`src/shared/rtc_irq_pkg.sv`:
```
/*
 Shared constants and carriers for the RTC pin and interrupt-enable block.
 Assumes a 32-bit APB slave with byte offsets on aligned words.
*/
package rtc_irq_pkg;
   // Register byte offsets
   localparam logic [7:0] OFS_PIN_CFG = 8'h00;
   localparam logic [7:0] OFS_PER_EN = 8'h04;
   localparam logic [7:0] OFS_ALM_EN = 8'h08;
   localparam logic [7:0] OFS_ROUTE = 8'h0c;
   localparam logic [7:0] OFS_STATUS = 8'h10;
   localparam logic [7:0] OFS_CMP_BASE = 8'h20;
   localparam int NUM_CMP = 6;
   // Reset values
   localparam logic [7:0] RST_REG = 8'h00;
   // pin_output_config fields
   localparam int CFG_T1_POL = 0;
   localparam int CFG_T1_PP = 1;
   localparam int CFG_INT_POL = 2;
   localparam int CFG_INT_PP = 3;
   localparam int CFG_MFO_POL = 4;
   localparam int CFG_MFO_PP = 5;
   localparam int CFG_MFO_SEL_LO = 6;
   localparam int CFG_MFO_SEL_HI = 7;
   // periodic_timer_irq_enable fields
   localparam int EN0_T0 = 6;
   localparam int EN0_T1 = 7;
   // alarm_powerfail_irq_enable fields
   localparam int EN1_ALARM = 6;
   localparam int EN1_POWER_FAIL_INPUT = 7;
   // Interrupt source order, also the routing bit positions
   localparam int SRC_POWER_FAIL_INPUT = 0;
   localparam int SRC_PER = 1;
   localparam int SRC_ALARM = 2;
   localparam int SRC_T0 = 3;
   localparam int SRC_T1 = 4;
   localparam int NUM_SRC = 5;

   typedef struct packed {
      logic [5:0] rollover;
      logic timer0Irq;
      logic timer1Irq;
      logic timer0Wave;
      logic timer1Active;
      logic crystalClk;
      logic power_fail_input_n;
      logic lowBatteryRaw;
      logic standby;
   } core_evt_s;

   typedef struct packed {
      logic out;
      logic oe;
   } pin_drive_s;
endpackage : rtc_irq_pkg

```
`src/rtl/rtc_irq_output_config.sv`:
```
/*
 APB register file, interrupt gating, alarm compare and pin drivers of
 an RTC with two timers.
 Assumes core events arrive synchronous to ref_clk and that the pad ring
 resolves each out/oe pair into a wire.
*/
// Design decisions made here: the placing of the registers and the APB interface to the registers.
`timescale 1ns/1ps
module rtc_irq_output_config
(
   input wire logic ref_clk,
   input wire logic nrst,
   input wire logic ce,
   input wire logic psel,
   input wire logic penable,
   input wire logic pwrite,
   input wire logic [7:0] paddr,
   input wire logic [31:0] pwdata,
   input wire logic [3:0] pstrb,
   output logic [31:0] prdata,
   output logic pready,
   output logic pslverr,
   input wire rtc_irq_pkg::core_evt_s evt,
   input wire logic [rtc_irq_pkg::NUM_CMP*8-1:0] clockCounters,
   output rtc_irq_pkg::pin_drive_s timer1_output_pin,
   output rtc_irq_pkg::pin_drive_s main_interrupt_pin,
   output rtc_irq_pkg::pin_drive_s multi_function_output,
   output logic alarmStatus,
   output logic lowBattery
);
   import rtc_irq_pkg::*;

   function automatic pin_drive_s drive_pin(input logic asserted,
      input logic activeHigh, input logic pushPull);
      logic level;
      pin_drive_s d;
      level = activeHigh ? asserted : ~asserted;
      d.out = pushPull ? level : 1'b0;
      d.oe = pushPull | ~level;
      return d;
   endfunction : drive_pin

   ////////////////////////////////////////////////////////////////////
   // Bus decode
   logic [7:0] pinCfg;
   logic [7:0] perEn;
   logic [7:0] almEn;
   logic [7:0] route;
   logic [7:0] cmpByte [NUM_CMP];
   logic [NUM_SRC-1:0] irqSrc;
   logic mainLevel;
   logic secondLevel;

   wire setupPhase = psel & ~penable;
   wire writeEn = psel & penable & pwrite & pstrb[0];
   wire hitCfg = paddr == OFS_PIN_CFG;
   wire hitPer = paddr == OFS_PER_EN;
   wire hitAlm = paddr == OFS_ALM_EN;
   wire hitRoute = paddr == OFS_ROUTE;
   wire hitStatus = paddr == OFS_STATUS;
   wire [7:0] cmpOfs = paddr - OFS_CMP_BASE;
   wire hitCmp = paddr >= OFS_CMP_BASE && cmpOfs[1:0] == 2'b00
      && cmpOfs[7:2] < 6'(NUM_CMP);
   wire [2:0] cmpIdx = cmpOfs[4:2];
   wire mapped = hitCfg | hitPer | hitAlm | hitRoute | hitStatus | hitCmp;
   wire [7:0] statusWord = {secondLevel, mainLevel, lowBattery,
      irqSrc[SRC_POWER_FAIL_INPUT], alarmStatus, irqSrc[SRC_T1], irqSrc[SRC_T0],
      irqSrc[SRC_PER]};
   wire [7:0] readByte = hitCfg ? pinCfg :
      hitPer ? perEn :
      hitAlm ? almEn :
      hitRoute ? {3'b000, route[NUM_SRC-1:0]} :
      hitStatus ? statusWord :
      hitCmp ? cmpByte[cmpIdx] : 8'h00;

   // Zero wait states; the status read is taken at the setup edge
   assign pready = 1'b1;
   assign pslverr = psel & penable & ~mapped;

   always_ff @(posedge ref_clk)
   begin
      if (!nrst)
         prdata <= 32'h0000_0000;
      else if (ce && setupPhase)
         prdata <= {24'h00_0000, readByte};
   end

   ////////////////////////////////////////////////////////////////////
   // Configuration registers
   always_ff @(posedge ref_clk)
   begin
      if (!nrst)
      begin
         pinCfg <= RST_REG;
         perEn <= RST_REG;
         almEn <= RST_REG;
         route <= RST_REG;
      end
      else if (ce && writeEn)
      begin
         if (hitCfg)
            pinCfg <= pwdata[7:0];
         if (hitPer)
            perEn <= pwdata[7:0];
         if (hitAlm)
            almEn <= pwdata[7:0];
         if (hitRoute)
            route <= {3'b000, pwdata[NUM_SRC-1:0]};
      end
   end

   ////////////////////////////////////////////////////////////////////
   // Compare bytes and comparators
   logic [NUM_CMP-1:0] cmpEqual;
   genvar gi;
   generate
      for (gi = 0; gi < NUM_CMP; gi++)
      begin : g_cmp
         always_ff @(posedge ref_clk)
         begin
            if (!nrst)
               cmpByte[gi] <= RST_REG;
            else if (ce && writeEn && hitCmp && cmpIdx == 3'(gi))
               cmpByte[gi] <= pwdata[7:0];
         end
         // Disabled comparator sits in the always-equal state
         assign cmpEqual[gi] = ~almEn[gi]
            | (clockCounters[gi*8 +: 8] == cmpByte[gi]);
      end
   endgenerate

   // No enable at all keeps the alarm flag low
   assign alarmStatus = &cmpEqual & |almEn[5:0];
   assign lowBattery = almEn[EN1_POWER_FAIL_INPUT] & evt.lowBatteryRaw;

   ////////////////////////////////////////////////////////////////////
   // Interrupt gating and routing
   logic [NUM_SRC-1:0] next_irqSrc;
   // Rollover pulses are gated, not timed, so an enable set mid-period
   // gives one short first period and regular spacing afterwards.
   assign next_irqSrc[SRC_PER] =
      |(evt.rollover & perEn[5:0]);
   assign next_irqSrc[SRC_T0] = evt.timer0Irq & perEn[EN0_T0];
   assign next_irqSrc[SRC_T1] = evt.timer1Irq & perEn[EN0_T1];
   assign next_irqSrc[SRC_ALARM] = alarmStatus & almEn[EN1_ALARM];
   assign next_irqSrc[SRC_POWER_FAIL_INPUT] = almEn[EN1_POWER_FAIL_INPUT]
      & ~evt.power_fail_input_n;

   always_ff @(posedge ref_clk)
   begin
      if (!nrst)
         irqSrc <= '0;
      else if (ce)
         irqSrc <= next_irqSrc;
   end

   assign mainLevel = |(irqSrc & ~route[NUM_SRC-1:0]);
   assign secondLevel = |(irqSrc & route[NUM_SRC-1:0]);

   ////////////////////////////////////////////////////////////////////
   // Pin drivers
   logic [1:0] mfoSel;
   logic mfoSignal;
   logic intPushPull;
   logic mfoPushPull;
   pin_drive_s next_t1;
   pin_drive_s next_int;
   pin_drive_s next_mfo;

   assign mfoSel = pinCfg[CFG_MFO_SEL_HI:CFG_MFO_SEL_LO];
   assign mfoSignal = mfoSel[1] ? evt.crystalClk :
      mfoSel[0] ? evt.timer0Wave : secondLevel;
   // Standby supplies may be down, so the interrupt and multi-function pins only pull down
   assign intPushPull = pinCfg[CFG_INT_PP] & ~evt.standby;
   assign mfoPushPull = pinCfg[CFG_MFO_PP] & ~evt.standby;
   assign next_t1 = drive_pin(evt.timer1Active, pinCfg[CFG_T1_POL],
      pinCfg[CFG_T1_PP]);
   assign next_int = drive_pin(mainLevel, pinCfg[CFG_INT_POL],
      intPushPull);
   assign next_mfo = drive_pin(mfoSignal, pinCfg[CFG_MFO_POL],
      mfoPushPull);

   always_ff @(posedge ref_clk)
   begin
      if (!nrst)
      begin
         timer1_output_pin <= '0;
         main_interrupt_pin <= '0;
         multi_function_output <= '0;
      end
      else if (ce)
      begin
         timer1_output_pin <= next_t1;
         main_interrupt_pin <= next_int;
         multi_function_output <= next_mfo;
      end
   end
endmodule : rtc_irq_output_config

```
`config.mk`:
```
export PLATFORM = sky130hd
export DESIGN_NAME = rtc_irq_output_config
export DESIGN_NICKNAME = d
export VERILOG_FILES = /design/src/shared/rtc_irq_pkg.sv /design/src/rtl/rtc_irq_output_config.sv
export SDC_FILE = /design/constraint.sdc
export NUM_CORES = 1
export LEC_CHECK = 0
export BUFFER_PORTS_ARGS = -buffer_cell sky130_fd_sc_hd__buf_2
export CAP_MARGIN = 30
export CORE_MARGIN = 2
export CORE_UTILIZATION = 45
export CTS_CLUSTER_DIAMETER = 80
export DETAILED_ROUTE_END_ITERATION = 10
export PLACE_DENSITY = 0.7
export SYNTH_ARGS = -nofsm -noshare
export SYNTH_HDL_FRONTEND = slang
export SYNTH_SLANG_ARGS = --single-unit
```
`constraint.sdc`:
```
create_clock -name ref_clk -period 5.25 [get_ports ref_clk]
set_clock_uncertainty 0.15 [all_clocks]
set_input_delay 1.05 -clock ref_clk [delete_from_list [all_inputs] [get_ports ref_clk]]
set_output_delay 1.05 -clock ref_clk [all_outputs]
set_load 0.01 [all_outputs]
```
# [After elaboration in Yosys (flattened, before gate mapping)]
# Memory sizes are Yosys's and may differ from the RTL's.
# Index checks and enable logic that the tools add are counted.
[word_totals] register_bits=48 n_memories=1 in_bits=112 ramBits=48
[classes] bitwise_logic=53 n_reduce_logical=23 magnitude_cmp=2 eq_ne=15 mux=39 n_addsub=1
[memory_table] name="cmpByte" words=6 width=8 rd=7 rd_ports_with_merged_regs=0 write_ports=6 line_no="rtc_irq_output_config.sv:49" text="logic [7:0] cmpByte [NUM_CMP];"
[op_table] cell="8-bit two-way mux" count=12
[op_table] cell="8-bit equality test" count=6
[op_table] cell="1-bit two-way mux" count=27
[op_table] cell="1-bit OR" count=20
[op_table] cell="8-bit by 4-bit equality test with 1-bit output, second input constant" count=2
[op_table] cell="1-bit NOT" count=16
[op_table] cell="1-bit bitwise AND" count=13
[op_table] cell="6-bit OR reduction" count=2
[op_table] cell="1-bit logical AND" count=11
[op_table] cell="5-bit bitwise AND" count=2
[op_table] cell="5-bit OR reduction" count=2
[op_table] cell="8-bit by 3-bit equality test with 1-bit output, second input constant" count=1
[op_table] cell="8-bit by 5-bit equality test with 1-bit output, second input constant" count=1
[op_table] cell="8-bit by 6-bit >= comparator with 1-bit output, second input constant" count=1
[op_table] cell="8-bit zero test" count=1
[op_table] cell="2-bit AND reduction" count=4
[op_table] cell="8-bit by 6-bit subtractor with 8-bit output, second input constant" count=1
[op_table] cell="6-bit bitwise AND" count=1
[op_table] cell="3-bit by 2-bit equality test with 1-bit output, second input constant" count=2
[op_table] cell="3-bit equality test, second input constant" count=2
[op_table] cell="6-bit by 3-bit < comparator with 1-bit output, second input constant" count=1
[op_table] cell="6-bit AND reduction" count=1
[op_table] cell="5-bit NOT" count=1
[op_table] cell="3-bit by 1-bit equality test with 1-bit output, second input constant" count=1
[op_table] cell="other kinds (2)" count=2

# [Longest topological paths before layout]
[depth] word_depth=10 ltp_mapped=9 depth_no_buf=8

# [Least setup slack after synthesis]
# No wires, ideal clock.
[synth_path] path_kind="input -> output" start="in paddr[4]" end="out pslverr" path_buffers=2 setup_slack_ps=1938 stages=4 required_ps=4050 t_arrival_ps=2112 cell_sequence="clkbuf_1 > clkbuf_1 > nor2_1 > nor4_1"
[synth_via] elab_chain_cells=8 elab_cells_between_ends=17 cone_classes="add/sub (1); order compare (2); eq/ne (4); bitwise (7); reduce/logical (3)"
[synth_rtl] element="start: declaration" line_no="rtc_irq_output_config.sv:17" text="input wire logic [7:0] paddr,"
[synth_rtl] element="parallel branches: the longest is 5 deep, another holds 8-bit by 6-bit subtractor with 8-bit output"
[synth_rtl] element="1-bit OR *" line_no="rtc_irq_output_config.sv:65" text="wire mapped = hitCfg | hitPer | hitAlm | hitRoute | hitStatus | hitCmp;"
[synth_rtl] element="1-bit NOT *" line_no="rtc_irq_output_config.sv:78" text="assign pslverr = psel & penable & ~mapped;"
[synth_rtl] element="1-bit bitwise AND *" line_no="rtc_irq_output_config.sv:78"
[synth_rtl] element="end: declaration" line_no="rtc_irq_output_config.sv:22" text="output logic pslverr,"
# Mark *: on every way between the ends.

# [Worst setup path after layout]
[layout_path] start="in paddr[5]" end="out pslverr"
# Same word-level chain as after synthesis.

==> summary.md <==
| Metric | Value |
|---|---|
| Met3 demand-to-capacity share in global routing | 4.08% |
| Multi-input gate area in the final layout | 2800 um^2 |
| Synth-to-Final Area Change | 14.5% |
| Yosys reg bits | 96 |
| Setup repair after global routing missed its margin | false |
| Total power per unit cell area | 267 nW/um^2 |
| Hold Path Class | reg -> reg |
| Global routing met1 resource utilization | 30.7% |
| Setup Total Neg Slack | 0 ns |
| CP required | 4.05 ns |
| Critical path peak fanout | 4 |
| Clock insertion delay at the later pin of the skew report | about 0.35 ns |
| Clock slew at reported path FFs | 0.06 ns |
| Post-synth design cell area | 5470 um^2 |
| Proportion of synthesized flip-flops having asynchronous set or reset | 0% |
| Initial core utilization | 45.7% |
| H-tree Lvls | 3 |
| Buffers inserted during post-CTS setup optimization | 0 |
| Remaining max-slew budget at the tightest pin | 42.5% |
| Number of distinct standard cells referenced by the synthesized netlist | 57 |
| Clock tree buffer depth | 2 |
| Number of antenna violations at the first check in global routing | 0 |
| Maximum resistive drop on vdd | 0.000133 V |
| Sequential cell area fraction in the yosys report | a little over two fifths |
| Sort of element at the end of the critical path | primary output |
| Die area | 13100 um^2 |
| HPWL reported at the end of detailed placement | roughly 11000 um |
| Number of buffers created by CTS | 9 |
| PostCTS Resize Cnt | 0 |
| CTS tree | done |
| Horiz. Die Dim | ~110 um |
| Depth of the most critical reg-to-reg path | 6 |
| Gate count after technology mapping | 539 |
| Max-cap check violation count | 0 |
| DRT Wirelength | 14500 um |
| Slew at the pin with the worst max-slew slack | 0.863 ns |
| Critical Setup Path Class | in -> out |
| Layout cells sized above 1 | between 20 and 25% |
| Wire length of the first global-routing pass | 22300 um |
| Fillers | 1074 |
| Critical path launch point type | primary input |
| Reg-to-reg setup timing slack | 2.95 ns |
| Data arrival time of the worst path | 2.52 ns |
| DRC Markers | 0 |
| Leakage | 2.40 nW |
| Met2 Usage GRT | 37.9% |
| Vias in the first global route | 4012 |
| Depth of the worst hold-timing path | 2 |
| Capturing point of the worst reg2reg path | prdata[3] |
| Core Area | 12000 um^2 |
| Initial DRC count | 310 |
| Max Clock Freq | roughly 270 MHz |
| Per-cell routed wire length | around 19 um |
| Placement-stage cell area | 5950 um^2 |
| Yosys warns | 0 |
| Placer congestion estimate | 0.880 |
| Hold-fix buffers, CTS | 0 |
| Status | finished, final reports clean |
| Avg Inst Size Synth | 10.1 um^2 |
| Antenna diode count | 0 |
| Hold path endpoint | prdata[0] |
| Number of hold violations in the final report | 0 |
| Final setup violation count | 0 |
| Pin count of the biggest net entering global routing | 32 |
| Clock period minus worst slack | roughly 3.7 ns |
| Remaining global-route overflow | 0 |
| Most frequent standard cell in the layout excluding fill and tap cells | buf_2 |
| Most heavily used metal layer in global routing | met2 |
| Post-route clock period utilization | 70.9% |
| CTS Sinks | 96 |
| Total number of nets in the final design | 742 |
| Max Transition Viols Final | 0 |
| Total via count after detailed routing | 4266 |
| Number of flops mapped to enable cells by yosys | 48 |
| Overall track demand over capacity in global routing | ~23% |
| Row count | 40 |
| Critical register-to-register path startpoint | cmpByte[0][7] |
| Critical hold path startpoint | prdata[0] |
| Initial DRT Pass Iterations | 5 |
| Number of nets with antenna violations after detailed routing | 0 |
| Die Y | 114 um |
| Final design instance area without fill | 6260 um^2 |
| Port-buffer cells | 101 |
| Most frequent cells in the layout | 104 x buf_2, 52 x and2_1, 48 x dfxtp_1, 48 x edfxtp_1, 43 x xnor2_1 |
| Vias per inst | roughly 5.5 |
| Reg area | 2400 um^2 |
| Most frequently used flop master after synthesis | edfxtp_1 |
| Number of placed I/O pins | 154 |
| Clock root buffer | clkbuf_16 |
state kept, by name, summed over array words and instances (netlist names):
signal,flops
pinCfg,8
prdata,8
main_interrupt_pin,2
route,5
irqSrc,5
perEn,8
cmpByte,48
almEn,8
timer1_output_pin,2
multi_function_output,2
through the flow:
step / utilization, % / hold slack [ns] / worst slack [ns] / instances / total power [mW]
6_report: 52.3 / 0.313 / 1.53 / 781 / 1.67
5_1_grt: 52.3 / 0.328 / 1.46 / 781 / 1.72
4_1_cts: 52.2 / 0.309 / 1.56 / 778 / 1.68
3_5_place_dp: 49.8 / 0.301 / 1.28 / 762 / 1.03
3_3_place_gp: 49.8 / 0.303 / 1.37 / 762 / 1.02
2_1_floorplan: - / 0.309 / 1.94 / 562 / 0.961
critical path, stage by stage:
cell and delay (ns):
buf_2 0.11, inv_1 0.04, ha_1 0.20, xnor2_1 0.14, nand4_1 0.24, nor2b_1 0.46
nor4_1 0.11, buf_2 0.17
cell type report:
type | instances | area share [%]
clock buffer | 10 | 3.72
clock inverter | 6 | 0.939
inverter | 11 | 0.659
multi-input combinational | 404 | 44.7
sequential | 96 | 38.4
tap | 147 | 2.94
timing repair buffer | 107 | 8.67
cells by family (layout without fill, tap and decap cells):
kind of cell	count (synthesis)	in the layout	synth area share, %
XOR/XNOR	52	52	8.33
flip-flops	96	96	43.9
multiplexers	40	40	9.15
buffers and inverters	62	134	6.47
other	2	25	0.137
adder cells (fa/ha/maj)	1	1	0.229
AO/OA/AOI/OAI	101	101	11.6
AND/OR/NAND/NOR	185	185	20.1
per-layer routing:
layer,wire length (um),vias to the layer above
li1,-,2049
met2,6990,167
met5,0,-
met3,774,20
met1,6480,2030
met4,278,0
worst max path at each step:
stage | startpoint | endpoint | depth (start not counted) | slack, ns
after global routing | paddr[5] | pslverr | 8 | 1.46
after detailed placement | ce | cmpByte[0][7] | 5 | 1.28
after global placement | ce | cmpByte[0][3] | 5 | 1.37
after CTS | paddr[5] | pslverr | 8 | 1.56
after floorplan | paddr[4] | pslverr | 4 | 1.94
final | paddr[5] | pslverr | 8 | 1.53
Yosys cell counts, drive strengths merged, types with 3 or more instances:
| cell | number | share of area [%] |
|---|---|---|
| and2 | 52 | 5.9 |
| dfxtp | 48 | 18 |
| edfxtp | 48 | 26 |
| xnor2 | 43 | 6.9 |
| o21ai | 41 | 3.8 |
| buf | 35 | 4.6 |
| nand2 | 35 | 2.4 |
| mux2i | 32 | 5.9 |
| nor2b | 26 | 3.0 |
| nor2 | 19 | 2.2 |
| clkbuf | 16 | 1.1 |
| a21boi | 13 | 1.8 |
| inv | 11 | 0.75 |
| nand3 | 11 | 1.0 |
| nand4 | 11 | 1.3 |
| o22ai | 11 | 1.3 |
| xor2 | 9 | 1.4 |
| a21oi | 8 | 0.73 |
| mux4 | 8 | 3.3 |
| nor3 | 8 | 0.92 |
| nand2b | 6 | 0.82 |
| a31oi | 5 | 0.57 |
| nor4 | 5 | 0.57 |
| a22o | 4 | 0.64 |
| o211ai | 4 | 0.55 |
| a221oi | 3 | 0.48 |
| a22oi | 3 | 0.41 |
| nand3b | 3 | 0.41 |
| or3 | 3 | 0.43 |
power breakdown:
group	internal, mW	switching [mW]	total, mW
clock	0.374	0.287	0.661
sequential	0.807	0.0190	0.827
combinational	0.0801	0.105	0.185
total	1.26	0.412	1.67
(Power assumes the default switching activity.)
